==> src/verilog/pgm_regs.svh <==
`ifndef PGM_REGS_SVH
`define PGM_REGS_SVH
// Register byte offsets
`define PGM_CTRL1_OFS 12'h000
`define PGM_CTRL2_OFS 12'h004
`define PGM_FAULT_OFS 12'h008
`define PGM_TOP_OFS 12'h00C
`define PGM_STAT_OFS 12'h010
`define PGM_EVT_OFS 12'h014
// Control one fields: [3:0] rail monitor enables, [7:4] window selects
`define PGM_C1_EN_LSB 0
`define PGM_C1_WIN_LSB 4
`define PGM_C1_POL_BIT 8
`define PGM_C1_OD_BIT 9
`define PGM_C1_RST 10'h000
// Control two fields
`define PGM_C2_TWARN_BIT 0
`define PGM_C2_MODE_BIT 1
`define PGM_C2_GATE_BIT 2
// Top interrupt fields
`define PGM_TOP_OVP_BIT 0
`define PGM_TOP_TSD_BIT 1
// Timing
`define PGM_GATE_US 800
`define PGM_CLK_MHZ 50
`define PGM_GATE_CYC (`PGM_GATE_US * `PGM_CLK_MHZ)
`endif

==> src/verilog/pgm_pkg.sv <==
package pgm_pkg;
   typedef enum logic [1:0]
   {
      PGM_LOAD = 2'b00,
      PGM_RUN = 2'b01,
      PGM_GATE = 2'b11,
      PGM_HOLD = 2'b10
   } pgm_state_e;
endpackage

==> src/verilog/pgm_monitor.sv <==
// Design decisions made here: the address map and the AXI4-Lite interface to the registers.
`timescale 1ns/100ps
`include "pgm_regs.svh"

// Behaviour
// Each rail's validity can be individually selected to feed power-good.
// A disabled regulator is masked from the power-good combination.
// A select bit adds thermal warning as a power-good source.
// Power-good is active only when all selected sources are valid.
// Window bit 0 checks undervoltage only; 1 checks under and over.
// Control bits choose pin polarity and push-pull or open-drain drive.
// Polarity inverts only the pin, not status or interrupt.
// Status bit reads 1 when the pin signals all voltages valid.
// Mode bit defaults from strap; 0 gated, 1 continuous.
// Power-good is asserted on leaving configuration load.
// Gated mode holds power-good unchanged through an 800 us window.
// After the window, gated mode deasserts if any output is bad.
// Each detected fault sets its per-source fault bit.
// Gated monitoring resumes only after the host clears the fault.
// Write 1 clears a rail fault; overvoltage and shutdown clear via interrupts.
// Continuous mode deasserts power-good when a monitored regulator is enabled.
// Continuous mode follows live regulation status, including sequencing.
// Fault bits stay latched until the host writes 1 to them.
// Continuous mode deasserts power-good during a voltage transition.
// Continuous mode reasserts on recovery unless fault gating is enabled.
// With fault gating set, pending fault bits hold power-good inactive.
// Shutdown or overvoltage disables all rails and drives both outputs low.
// A set interrupt source pulls the low-active interrupt pin low.
// Interrupt clear has no effect while the cause persists.
// Gate window restarts at every enable and voltage change request.
module pgm_monitor #(
   parameter int NRAIL = 4,
   parameter int GATE_CYC = `PGM_GATE_CYC
)
(
   input wire logic aclk,
   input wire logic aresetn,
   input wire logic [11:0] s_axi_awaddr,
   input wire logic s_axi_awvalid,
   output logic s_axi_awready,
   input wire logic [31:0] s_axi_wdata,
   input wire logic [3:0] s_axi_wstrb,
   input wire logic s_axi_wvalid,
   output logic s_axi_wready,
   output logic [1:0] s_axi_bresp,
   output logic s_axi_bvalid,
   input wire logic s_axi_bready,
   input wire logic [11:0] s_axi_araddr,
   input wire logic s_axi_arvalid,
   output logic s_axi_arready,
   output logic [31:0] s_axi_rdata,
   output logic [1:0] s_axi_rresp,
   output logic s_axi_rvalid,
   input wire logic s_axi_rready,
   input wire logic mode_strap,
   input wire logic config_done,
   input wire logic [NRAIL-1:0] rail_enable_req,
   input wire logic [NRAIL-1:0] rail_uv,
   input wire logic [NRAIL-1:0] rail_ov,
   input wire logic [NRAIL-1:0] rail_ramping,
   input wire logic [NRAIL-1:0] rail_vset_req,
   input wire logic thermal_warning_status,
   input wire logic ovp_cond,
   input wire logic tsd_cond,
   input wire logic [1:0] gen_out_req,
   output logic [NRAIL-1:0] rail_enable,
   output logic general_output_one,
   output logic general_output_two,
   output logic power_good_output_o,
   output logic power_good_output_oe,
   output logic power_good_interrupt,
   output logic interrupt_pin_low_active_n
);

   localparam int CW = $clog2(GATE_CYC + 1);

   ////////////////////////////////////////////////////////////////////////////////
   // State
   typedef struct packed {
      logic awv;
      logic [11:0] awa;
      logic wv;
      logic [31:0] wd;
      logic [3:0] ws;
      logic bv;
      logic rv;
      logic [31:0] rd;
      logic [NRAIL-1:0] men;
      logic [NRAIL-1:0] win;
      logic pol;
      logic od;
      logic twen;
      logic mode;
      logic fgate;
      logic [NRAIL-1:0] fault;
      logic ovp;
      logic tsd;
      logic pg;
      logic pg_prev;
      pgm_pkg::pgm_state_e st;
      logic [CW-1:0] cnt;
      logic [NRAIL-1:0] en_prev;
      logic [3:0] sync1;
      logic [3:0] sync2;
      logic [NRAIL-1:0] uv1;
      logic [NRAIL-1:0] uv2;
      logic [NRAIL-1:0] ov1;
      logic [NRAIL-1:0] ov2;
   } pgm_state_s;

   pgm_state_s s_q;
   pgm_state_s s_d;
   logic [NRAIL-1:0] rail_bad;
   logic [NRAIL-1:0] act_en;
   logic all_ok;
   logic wr_go;
   logic trip;
   logic ovp_s;
   logic tsd_s;
   logic tw_s;
   logic cfg_s;

   ////////////////////////////////////////////////////////////////////////////////
   // Synchronised condition inputs
   assign ovp_s = s_q.sync2[0];
   assign tsd_s = s_q.sync2[1];
   assign tw_s = s_q.sync2[2];
   assign cfg_s = s_q.sync2[3];

   // Trip on shutdown, overvoltage or their pending interrupt
   assign trip = s_q.ovp | s_q.tsd | ovp_s | tsd_s;
   assign act_en = trip ? '0 : rail_enable_req;

   // Per-rail badness with window select and masking
   genvar g;
   generate
      for (g = 0; g < NRAIL; g++)
      begin : g_rail
         assign rail_bad[g] = s_q.men[g] & act_en[g]
            & (s_q.uv2[g] | (s_q.win[g] & s_q.ov2[g]) | rail_ramping[g]);
      end
   endgenerate

   // Combined validity of all selected sources
   assign all_ok = ~(|rail_bad) & ~(s_q.twen & tw_s) & ~s_q.ovp & ~s_q.tsd;
   assign wr_go = s_q.awv & s_q.wv & ~s_q.bv;

   ////////////////////////////////////////////////////////////////////////////////
   // Next state
   always_comb
   begin
      s_d = s_q;
      s_d.sync1 = {config_done, thermal_warning_status, tsd_cond, ovp_cond};
      s_d.sync2 = s_q.sync1;
      s_d.uv1 = rail_uv;
      s_d.uv2 = s_q.uv1;
      s_d.ov1 = rail_ov;
      s_d.ov2 = s_q.ov1;
      s_d.en_prev = act_en;
      s_d.pg_prev = s_q.pg;
      // Bus channels
      if (s_axi_awvalid && !s_q.awv)
      begin
         s_d.awv = 1'b1;
         s_d.awa = s_axi_awaddr;
      end
      if (s_axi_wvalid && !s_q.wv)
      begin
         s_d.wv = 1'b1;
         s_d.wd = s_axi_wdata;
         s_d.ws = s_axi_wstrb;
      end
      if (s_q.bv && s_axi_bready)
         s_d.bv = 1'b0;
      if (s_q.rv && s_axi_rready)
         s_d.rv = 1'b0;
      // Hardware fault setting
      if (rail_bad != '0 && s_q.st != pgm_pkg::PGM_GATE && s_q.st != pgm_pkg::PGM_LOAD)
         s_d.fault = s_q.fault | rail_bad;
      // Register writes; clears lose to a same-cycle set
      if (wr_go)
      begin
         s_d.awv = 1'b0;
         s_d.wv = 1'b0;
         s_d.bv = 1'b1;
         if (s_q.ws[0] || s_q.ws[1])
         begin
            case (s_q.awa)
               `PGM_CTRL1_OFS:
               begin
                  s_d.men = s_q.wd[`PGM_C1_EN_LSB +: NRAIL];
                  s_d.win = s_q.wd[`PGM_C1_WIN_LSB +: NRAIL];
                  s_d.pol = s_q.wd[`PGM_C1_POL_BIT];
                  s_d.od = s_q.wd[`PGM_C1_OD_BIT];
               end
               `PGM_CTRL2_OFS:
               begin
                  s_d.twen = s_q.wd[`PGM_C2_TWARN_BIT];
                  s_d.mode = s_q.wd[`PGM_C2_MODE_BIT];
                  s_d.fgate = s_q.wd[`PGM_C2_GATE_BIT];
               end
               `PGM_FAULT_OFS: s_d.fault = (s_q.fault & ~s_q.wd[NRAIL-1:0]) | rail_bad;
               `PGM_TOP_OFS:
               begin
                  if (s_q.wd[`PGM_TOP_OVP_BIT] && !ovp_s)
                     s_d.ovp = 1'b0;
                  if (s_q.wd[`PGM_TOP_TSD_BIT] && !tsd_s)
                     s_d.tsd = 1'b0;
               end
               default: ;
            endcase
         end
      end
      if (ovp_s)
         s_d.ovp = 1'b1;
      if (tsd_s)
         s_d.tsd = 1'b1;
      // Read data
      if (s_axi_arvalid && !s_q.rv)
      begin
         s_d.rv = 1'b1;
         case (s_axi_araddr)
            `PGM_CTRL1_OFS: s_d.rd = {22'h00_0000, s_q.od, s_q.pol,
               s_q.win, s_q.men};
            `PGM_CTRL2_OFS: s_d.rd = {29'h0000_0000, s_q.fgate, s_q.mode, s_q.twen};
            `PGM_FAULT_OFS: s_d.rd = {{(32-NRAIL){1'b0}}, s_q.fault};
            `PGM_TOP_OFS: s_d.rd = {30'h0000_0000, s_q.tsd, s_q.ovp};
            `PGM_STAT_OFS: s_d.rd = {31'h0000_0000, s_q.pg};
            default: s_d.rd = 32'h0000_0000;
         endcase
      end
      // Power-good sequencing
      case (s_q.st)
         pgm_pkg::PGM_LOAD:
         begin
            s_d.mode = mode_strap;
            if (cfg_s)
            begin
               s_d.pg = 1'b1;
               s_d.st = pgm_pkg::PGM_RUN;
            end
         end
         pgm_pkg::PGM_RUN:
         begin
            if (s_q.mode)
            begin
               // Live tracking, newly enabled rails start inactive
               s_d.pg = all_ok & ~(|(act_en & ~s_q.en_prev & s_q.men))
                  & ~(s_q.fgate & (|s_q.fault));
            end
            else if ((act_en & ~s_q.en_prev) != '0 || rail_vset_req != '0)
            begin
               s_d.cnt = CW'(GATE_CYC - 1);
               s_d.st = pgm_pkg::PGM_GATE;
            end
            else if (!all_ok)
            begin
               s_d.pg = 1'b0;
               s_d.st = pgm_pkg::PGM_HOLD;
            end
         end
         pgm_pkg::PGM_GATE:
         begin
            if ((act_en & ~s_q.en_prev) != '0 || rail_vset_req != '0)
               s_d.cnt = CW'(GATE_CYC - 1);
            else if (s_q.cnt == '0)
               s_d.st = pgm_pkg::PGM_RUN;
            else
               s_d.cnt = s_q.cnt - CW'(1);
            if (s_q.mode)
               s_d.st = pgm_pkg::PGM_RUN;
         end
         pgm_pkg::PGM_HOLD:
         begin
            // Stays inactive until every fault is cleared and all sources are valid, or until continuous mode is selected
            if (s_q.mode || (s_q.fault == '0 && !s_q.ovp && !s_q.tsd && all_ok))
            begin
               s_d.pg = all_ok;
               s_d.st = pgm_pkg::PGM_RUN;
            end
         end
         default: s_d.st = pgm_pkg::PGM_LOAD;
      endcase
   end

   ////////////////////////////////////////////////////////////////////////////////
   // Registers
   always_ff @(posedge aclk)
   begin
      if (!aresetn)
      begin
         s_q <= '0;
         s_q.st <= pgm_pkg::PGM_LOAD;
         s_q.pg <= 1'b1;
         s_q.pg_prev <= 1'b1;
      end
      else
      begin
         s_q <= s_d;
      end
   end

   ////////////////////////////////////////////////////////////////////////////////
   // Outputs
   assign s_axi_awready = ~s_q.awv;
   assign s_axi_wready = ~s_q.wv;
   assign s_axi_bvalid = s_q.bv;
   assign s_axi_bresp = 2'b00;
   assign s_axi_arready = ~s_q.rv;
   assign s_axi_rvalid = s_q.rv;
   assign s_axi_rdata = s_q.rd;
   assign s_axi_rresp = 2'b00;
   assign rail_enable = act_en;
   assign general_output_one = gen_out_req[0] & ~trip;
   assign general_output_two = gen_out_req[1] & ~trip;
   // Pin level after polarity, open-drain drives only low
   assign power_good_output_o = s_q.pg ^ s_q.pol;
   assign power_good_output_oe = ~s_q.od | ~power_good_output_o;
   assign power_good_interrupt = s_q.pg_prev & ~s_q.pg;
   assign interrupt_pin_low_active_n = ~(s_q.ovp | s_q.tsd);

   ////////////////////////////////////////////////////////////////////////////////
   // Checks
   property p_trip_off;
      @(posedge aclk) disable iff (!aresetn)
      trip |-> (rail_enable == '0) && !general_output_one && !general_output_two;
   endproperty
   a_trip_off: assert property (p_trip_off) else $error("Outputs live during trip");

   property p_pin_pol;
      @(posedge aclk) disable iff (!aresetn)
      power_good_output_o == (s_q.pg ^ s_q.pol);
   endproperty
   a_pin_pol: assert property (p_pin_pol) else $error("Pin polarity wrong");

   property p_int_pin;
      @(posedge aclk) disable iff (!aresetn)
      ovp_s || tsd_s |=> !interrupt_pin_low_active_n;
   endproperty
   a_int_pin: assert property (p_int_pin) else $error("Interrupt pin not low");

   property p_fault_hold;
      @(posedge aclk) disable iff (!aresetn)
      (s_q.fault != '0) && !wr_go |=> (s_q.fault & $past(s_q.fault)) == $past(s_q.fault);
   endproperty
   a_fault_hold: assert property (p_fault_hold) else $error("Fault bit lost");

   property p_fgate;
      @(posedge aclk) disable iff (!aresetn)
      s_q.mode && s_q.fgate && (s_q.fault != '0) && s_q.st == pgm_pkg::PGM_RUN |=> !s_q.pg;
   endproperty
   a_fgate: assert property (p_fgate) else $error("Fault gating ignored");

   property p_gate_hold;
      @(posedge aclk) disable iff (!aresetn)
      s_q.st == pgm_pkg::PGM_GATE && !s_q.mode |=> $stable(s_q.pg);
   endproperty
   a_gate_hold: assert property (p_gate_hold) else $error("Power-good moved in window");

   property p_cont_bad;
      @(posedge aclk) disable iff (!aresetn)
      s_q.mode && s_q.st == pgm_pkg::PGM_RUN && !all_ok |=> !s_q.pg;
   endproperty
   a_cont_bad: assert property (p_cont_bad) else $error("Power-good active while bad");

   property p_tsd_clr;
      @(posedge aclk) disable iff (!aresetn)
      tsd_s |=> s_q.tsd;
   endproperty
   a_tsd_clr: assert property (p_tsd_clr) else $error("Shutdown flag cleared early");

endmodule

==> config.mk <==
export PLATFORM = sky130hd
export DESIGN_NAME = pgm_monitor
export DESIGN_NICKNAME = d
export VERILOG_FILES = /design/src/verilog/pgm_pkg.sv /design/src/verilog/pgm_monitor.sv
export VERILOG_INCLUDE_DIRS = /design/src /design/src/verilog
export SDC_FILE = /design/constraint.sdc
export NUM_CORES = 1
export LEC_CHECK = 0
export BUFFER_PORTS_ARGS = -buffer_cell sky130_fd_sc_hd__buf_2
export CAP_MARGIN = 25
export CORE_ASPECT_RATIO = 1.1
export CORE_UTILIZATION = 46
export CTS_CLUSTER_SIZE = 20
export DETAILED_ROUTE_END_ITERATION = 10
export PLACE_DENSITY = 0.76
export SYNTH_ARGS = -nofsm -noshare
export SYNTH_HDL_FRONTEND = slang
export SYNTH_SLANG_ARGS = --single-unit
==> constraint.sdc <==
create_clock -name aclk -period 2 [get_ports aclk]
set_clock_uncertainty 0.05 [all_clocks]
set_input_delay 0.1 -clock aclk [delete_from_list [all_inputs] [get_ports aclk]]
set_output_delay 0.1 -clock aclk [all_outputs]
set_load 0.1 [all_outputs]
Yosys cells after proc, flatten, opt, wreduce, memory -nomap -nowiden --
Index checks and enable logic that the tools add are counted.
Word-level totals: bits of input ports 94, flip-flop bits (word level) 127, output and inout port bits 51
Cells by class: $add $sub $neg 1, eq/ne operators 21, bitwise operators 60, mux-type cells 36, reductions and logical operators 58
Operator list (number):
- one-hot mux 10 bit (5 select lines) | 1
- == test 12 x 4 -> 1 bit (second input constant) | 4
- 2-to-1 mux 16 bit | 3
- 2-to-1 mux 33 bit | 1
- one-hot mux 16 bit (2 select lines) | 1
- nonzero test 2 bit | 15
- bitwise AND 1 bit | 24
- == test 12 x 3 -> 1 bit (second input constant) | 2
- logical NOT 12 bit | 2
- 2-to-1 mux 18 bit | 1
- 2-to-1 mux 2 bit | 9
- != test 3 bit (second input constant) | 6
- logical NOT 16 bit | 1
- 2-to-1 mux 8 bit | 2
- inverter 1 bit | 16
- subtractor 16 x 1 -> 16 bit (second input constant) | 1
- 2-to-1 mux 1 bit | 13
- bitwise AND 4 bit | 3
- == test 12 x 5 -> 1 bit (second input constant) | 1
- logical AND 1 bit | 12
- 2-to-1 mux 4 bit | 3
- OR 1 bit | 12
- AND reduction 4 bit | 3
- nonzero test 4 bit | 3
- other kinds (18) | 37

Longest topological paths before layout --
Gate-level depths: netlist of the first run.
depth after elaboration 15, depth in mapped cells 8, depth with buffers taken out 8

Least setup slack after synthesis of the first run --
OpenSTA, ideal clock, no wires.
path type register to output, start register s_q (netlist bit s_d[46]), end output port power_good_output_oe, arrival 2.919 ns, slack -1.069 ns, stages on the path, launching flop included 3, buffers on the path 0, path through dfxtp_1 -> xor2_1 -> nand2_1
Between the ends: cells in the longest elaborated chain, start to end 3
RTL lines:
- start: declaration | RTL line pgm_monitor.sv:111 | pgm_state_s s_q;
- bitwise XOR 1 bit | RTL line pgm_monitor.sv:317 | assign power_good_output_o = s_q.pg ^ s_q.pol;
- via power_good_output_o | RTL line pgm_monitor.sv:69 | output logic power_good_output_o,
- inverter 1 bit | RTL line pgm_monitor.sv:318 | assign power_good_output_oe = ~s_q.od | ~power_good_output_o;
- OR 1 bit | RTL line pgm_monitor.sv:318
- end: declaration | RTL line pgm_monitor.sv:70 | output logic power_good_output_oe,
The timed path passes the listed nets, and every way through them passes these cells.

Final worst setup path of the first run --
start register s_q[29] (netlist name), end register s_q[45] (netlist name)
Between the ends: cells in the longest elaborated chain, start to end 3
RTL lines:
- logical NOT 16 bit | RTL line pgm_monitor.sv:266 | else if (s_q.cnt == '0)
- != test 3 bit (no line)
- AND reduction 6 bit (no line)
Every way passes these cells. A chain may end at the register's enable or synchronous reset.

==> impl_metrics.csv, run 1 <==
group,metric,value,unit
yosys,synth_cell_type_count,61,
place,place_area,0.00555,mm2
setup_path,worst-setup-path-type,"flip-flop to flip-flop",
finish,ff_latch_area,0.00212,mm2
floorplan,pin_count,145,
timing,max_clock_freq,467,MHz
timing,layout_setup_ws,-0.143,ns
power,irDropWorstVdd,0.471,mV
global_routing,grt_overflow,0,
detailed_routing,firstDrtPassIters,5,
floorplan,dieArea,0.0107,mm2
yosys,async_flop_share,0,%
timing,finalCritPeriodShare,107,%
global_routing,grt_pass1_vias,4038,
clock_network,cts_tree,"built",
finish,area_growth,32.9,%
yosys,synth_area_leaders,"dfxtp_1 (44%), buf_4 (6.3%), nand2_1 (5.8%)",
yosys,synth_warnings,0,
finish,n_antenna_cell,0,
timing,slew_headroom,50.0,%
setup_path,end_kind,"flip-flop",
finish,finalInstanceArea,0.00632,mm2
finish,nFillCells,755,
detailed_routing,routed_wirelength,11700,um
floorplan,core_area,0.00994,mm2
place,place_congestion,0.887,
yosys,synth_edf_count,0,
finish,nets,795,
setup_path,crit_path_max_incr_delay,0.47,ns
floorplan,initial_core_util,47.8,%
worst_hold_path,hold_class,"input port to flip-flop",
power,power.density,982,mW/mm2
detailed_routing,ant_nets,0,
setup_path,critPathLaunchType,"flip-flop",
setup_path,cp.arrival,2.34,ns
yosys,syn_area,0.00475,mm2
yosys,netlist.area_leader.share,44.2,%
yosys,ys_seq_elements,105,
place,dp_cells,757,
clock_network,root_buffer,"clkbuf_8",
setup_path,slowest_stage,"or4b_4",
timing,rsz0062_at_grt,"true",
setup_path,crit_required,2.20,ns
timing,tightest_slew,0.748,ns
finish,drive_gt1_share,28.9,%
yosys,synth-main-ff-cell,"dfxtp_1",
clock_network,clkSinkCount,105,
job,cap_violations,0,
place,pre_cts_slack,-0.153,ns
setup_path,worstPathCellList,"inv_2 -> ha_4 -> or4b_4 -> nor4b_4 -> nand4_1 -> a31oi_1 -> o211ai_1 -> mux2i_1",
detailed_routing,vias,4259,
power,leakage,0.00268,uW
detailed_routing,drtIter0Drc,270,
setup_path,critPathTopFamily,"simple AND/OR/NAND/NOR gates",
timing,drv_slew,0,
yosys,synth_area_leader_cell,"dfxtp_1",
timing,final_hold_viol_count,0,
place,dpl.hpwl,7980,um
floorplan,fp.dieH,109,um
global_routing,grt_max_degree,37,
detailed_routing,routedWlPerCell,14.3,um
clock_network,cts_htree_levels,3,
floorplan,rows,38,
yosys,seq_area_frac_synth,44.2,%
timing,holdWs,0.0198,ns
global_routing,grt_usage,22.0,%
place,port_buffers,94,
clock_network,clkLatencyLatePin,0.38,ns
timing,setup_violations,18,
outcome,violations,"setup timing",
clock_network,clock_path_buffers,2,
clock_network,clk_pin_slew,0.10,ns
yosys,syn_area_per_cell,8.81,um2
detailed_routing,via_per_inst,5.20,
clock_network,cts_inserted_buffers,9,
power,fin_total_pwr,6200,uW
outcome,status,"finished with violations",
setup_path,worst-path-buf-inv,1,
setup_path,worstPathMaxFanout,3,
global_routing,grt_pass1_wl,18500,um
timing,post-route-min-period,2.14,ns
floorplan,die_w,98.9,um
global_routing,antenna_found_initial,0,
finish,multi_input_area,0.00245,mm2
finish,fin_cells,819,
detailed_routing,drc,0,
yosys,synth_cells,539,
## state kept, by name, indices dropped and copies added, names as in the netlist
| register | flops |
|---|---|
| cfg_s | 1 |
| ovp_s | 1 |
| s_axi_bvalid | 1 |
| s_axi_rdata | 10 |
| s_axi_rvalid | 1 |
| s_d | 13 |
| s_q | 78 |
## where the power goes
part | switching [uW] | leakage (uW) | internal, uW | total, uW
Combinational | 1450 | 0.00173 | 975 | 2430
Sequential | 210 | 0.000863 | 2320 | 2530
Clock | 776 | 0.0000949 | 475 | 1250
Total | 2440 | 0.00268 | 3770 | 6200
## worst min-delay path: stages
cell	delay (ns)
buf_2	0.09
buf_4	0.10
and3_1	0.13
## cell usage after synthesis, drive strengths merged (5+ instances only)
master,number
a211oi,9
a21oi,46
a22oi,9
and2,31
buf,45
clkbuf,17
dfxtp,105
ha,6
inv,15
mux2i,18
nand2,73
nand2b,8
nand3,6
nor2,51
nor2b,8
nor3,12
nor4,7
o211ai,6
o21ai,7
xnor2,5
xor2,8
## cell usage in the layout, fill, tap and decap left out, types with 9 or more instances in the layout
master         synthesis  layout
buf_4                 40      41
mux2i_1               18      18
nor2_1                51      51
a21oi_1               45      44
dfxtp_1              105      98
conb_1                 1      26
clkbuf_8               0       9
buf_2                  2      88
and2_1                31      31
inv_1                 15      11
nand2_1               73      71
dlygate4sd3_1          0      45
## through the flow
stage | setup TNS [ns] | util [%]
2_1_floorplan | -0.0725 | -
3_3_place_gp | -0.615 | 55.8
3_5_place_dp | -1.45 | 55.8
4_1_cts | -1.34 | 62.5
5_1_grt | -3.72 | 63.6
6_report | -1.33 | 63.6
## repair_timing
item,4_1_cts,5_1_grt
buffers inserted,1,1
pin swaps,2,10
resized for setup,6,20
hold buffers,45,0
endpoints found under the hold margin,44,0
endpoints found under the setup margin,19,34
## worst paths after layout
check | depth (start not counted) | from | to | slack (ns)
hold reg to reg | 1 | s_d[11]$_SDFF_PN0_ | s_q[11]$_SDFF_PN0_ | 0.38
hold / removal | 3 | rail_enable_req[0] | s_q[24]$_SDFF_PN0_ | 0.02
setup / recovery | 8 | s_q[29]$_SDFFE_PN0P_ | s_q[45]$_SDFFE_PN0P_ | -0.14
setup reg to reg | 8 | s_q[29]$_SDFFE_PN0P_ | s_q[45]$_SDFFE_PN0P_ | -0.14
## area by class of cell
class | instances | share of cell area, %
clock buffer | 9 | 1.96
sequential | 105 | 33.5
tap | 120 | 2.38
timing repair buffer | 182 | 21.4
clock inverter | 6 | 0.951
multi-input combinational | 382 | 38.8
inverter | 15 | 0.951
## metal layers
metal	global-route usage (%)	vias up	wire length [um]
met5	0	-	0
met4	10.7	0	453
met3	4.59	47	576
met2	36.4	162	5500
met1	27.5	1966	5160
li1	-	2084	-
## logic make-up after synthesis
group                    Yosys count  synth area share, %
adder cells (fa/ha/maj)            6                 1.58
other                              1               0.0789
AO/OA/AOI/OAI                     99                 14.0
buffers and inverters             77                 9.45
AND/OR/NAND/NOR                  217                 23.5
multiplexers                      21                 4.74
flip-flops                       105                 44.2
XOR/XNOR                          13                 2.40
Power figures use the tool's default switching activity.
==> inputs of run 2 (changes only) <==
--- a/config.mk
+++ b/config.mk
@@ -9,10 +9,9 @@
 export BUFFER_PORTS_ARGS = -buffer_cell sky130_fd_sc_hd__buf_2
 export CAP_MARGIN = 25
 export CORE_ASPECT_RATIO = 1.1
-export CORE_UTILIZATION = 46
+export CORE_UTILIZATION = 35
 export CTS_CLUSTER_SIZE = 20
 export DETAILED_ROUTE_END_ITERATION = 10
-export PLACE_DENSITY = 0.76
 export SYNTH_ARGS = -nofsm -noshare
 export SYNTH_HDL_FRONTEND = slang
 export SYNTH_SLANG_ARGS = --single-unit
==> impl_metrics.csv, run 2 (synthesis results as in run 1) <==
group,metric,value,unit
worst_hold_path,hold_depth,3,
detailed_routing,drtIter0Drc,246,
setup_path,critPathLaunchType,"flip-flop",
setup_path,worstPathMaxFanout,3,
finish,area_growth,37.4,%
timing,setup_violations,18,
timing,drv_slew,0,
detailed_routing,drc,0,
setup_path,end_kind,"flip-flop",
detailed_routing,vias,4188,
detailed_routing,routedWlPerCell,13.3,um
finish,finalInstanceArea,0.00653,mm2
clock_network,cts_inserted_buffers,9,
outcome,status,"finished with violations",
clock_network,clkLatencyLatePin,0.34,ns
place,place_area,0.00564,mm2
floorplan,rows,44,
setup_path,reg2reg_setup_slack,-0.12,ns
timing,tightest_slew,0.758,ns
global_routing,grt_max_degree,49,
floorplan,pin_count,145,
setup_path,cp.arrival,2.29,ns
clock_network,cts_tree,"built",
timing,layout_setup_ws,-0.124,ns
clock_network,root_buffer,"clkbuf_16",
finish,nFillCells,1216,
worst_hold_path,min_from,"rail_enable_req[2]",
place,pre_cts_slack,-0.146,ns
finish,final_cell_mix,"dfxtp_1 (98), buf_2 (88), nand2_1 (71)",
worst_hold_path,min_to,"s_q[26]$_SDFF_PN0_",
floorplan,fp.dieH,124,um
setup_path,rr_endpoint,"s_q[45]$_SDFFE_PN0P_",
setup_path,worst-setup-path-type,"flip-flop to flip-flop",
clock_network,clock_path_buffers,2,
clock_network,clkSinkCount,105,
setup_path,worstReg2RegStart,"s_q[29]$_SDFFE_PN0P_",
floorplan,core_area,0.0132,mm2
power,leakage,0.00277,uW
detailed_routing,firstDrtPassIters,4,
timing,holdWs,0.0593,ns
detailed_routing,ant_nets,0,
place,port_buffers,94,
place,place_congestion,0.855,
floorplan,dieArea,0.0140,mm2
global_routing,grt_overflow,0,
worst_hold_path,hold_class,"input port to flip-flop",
place,dpl.hpwl,8380,um
power,irDropWorstVdd,0.480,mV
global_routing,grt_usage,17.1,%
outcome,violations,"setup timing",
finish,drive_gt1_share,29.1,%
setup_path,ff2ff_path_depth,8,
finish,nets,802,
timing,slew_headroom,49.4,%
timing,post-route-min-period,2.12,ns
finish,n_antenna_cell,0,
job,cap_violations,0,
setup_path,crit_required,2.17,ns
power,power.density,1040,mW/mm2
global_routing,grt_pass1_wl,18800,um
finish,regMostFlops,"s_q",
global_routing,grt_pass1_vias,3995,
finish,final_common_cell,"dfxtp_1",
floorplan,die_w,113,um
clock_network,clk_pin_slew,0.07,ns
timing,rsz0062_at_grt,"true",
timing,max_clock_freq,471,MHz
floorplan,initial_core_util,36.0,%
detailed_routing,routed_wirelength,11600,um
global_routing,antenna_found_initial,0,
timing,tns,-1.13,ns
timing,finalCritPeriodShare,106,%
finish,largest_reg_flops,78,
timing,final_hold_viol_count,0,
detailed_routing,via_per_inst,4.82,
clock_network,cts_htree_levels,3,
[run 2: cell count changes in the layout (fill, tap and decap cells not counted), sizes merged]
| cell | before | now |
|---|---|---|
| buf | 137 | 145 |
| clkbuf | 9 | 11 |
| clkinv | 3 | 1 |
| bufinv | 0 | 1 |
| dlygate4sd3 | 45 | 44 |
[run 2: timing repair]
item	CTS	global route
endpoints found under the setup margin	19	34
hold buffers	44	0
buffers inserted	4	1
resized for setup	18	7
pin swaps	7	1
hold endpoints to repair	43	0
[run 2: area by class of cell]
type / count / area (um2) / share of cell area, %
tap: 161 / 201 / 3.09
clock inverter: 5 / 72.6 / 1.11
timing repair buffer: 189 / 1400 / 21.5
clock buffer: 11 / 233 / 3.57
sequential: 105 / 2120 / 32.5
inverter: 15 / 60.1 / 0.920
multi-input combinational: 382 / 2440 / 37.4
[run 2: metal layers]
metal / share of wire, % / vias up / GRT usage [%]
met5: 0 / - / 0
met4: 2.2 / 0 / 7.48
met3: 5.9 / 21 / 3.89
met2: 46 / 150 / 27.5
met1: 46 / 1908 / 22.0
li1: - / 2109 / -
[run 2: where the power goes]
part,internal [uW],switching (uW)
registers,2320,193
clock network,1000,809
logic,1040,1440
[run 2: worst max-delay path, cell delays in order (launching register included)]
cell and delay (ns):
dfxtp_2 0.33, inv_2 0.07, ha_4 0.13, or4b_4 0.47, nor4b_4 0.28, nand4_1 0.16
a31oi_1 0.17, o211ai_1 0.18, mux2i_1 0.16
[run 2: metrics by stage]
step | utilization [%] | instances | total power (uW)
floorplan | - | 564 | 4220
global placement | 42.7 | 804 | 4840
detailed placement | 42.7 | 804 | 4890
CTS | 49.2 | 868 | 6830
global route | 49.4 | 868 | 7190
finish | 49.4 | 868 | 6800
[run 2: worst max path at each step]
stage,end,startpoint,cells after the start
floorplan,power_good_output_oe,s_d[46]$_SDFFE_PN1P_,2
global placement,s_d[46]$_SDFFE_PN1P_,s_q[1]$_SDFF_PN0_,6
detailed placement,s_q[45]$_SDFFE_PN0P_,s_q[29]$_SDFFE_PN0P_,8
CTS,s_q[44]$_SDFFE_PN0P_,s_q[29]$_SDFFE_PN0P_,8
global route,s_q[38]$_SDFFE_PN0P_,s_q[29]$_SDFFE_PN0P_,8
finish,s_q[45]$_SDFFE_PN0P_,s_q[29]$_SDFFE_PN0P_,8
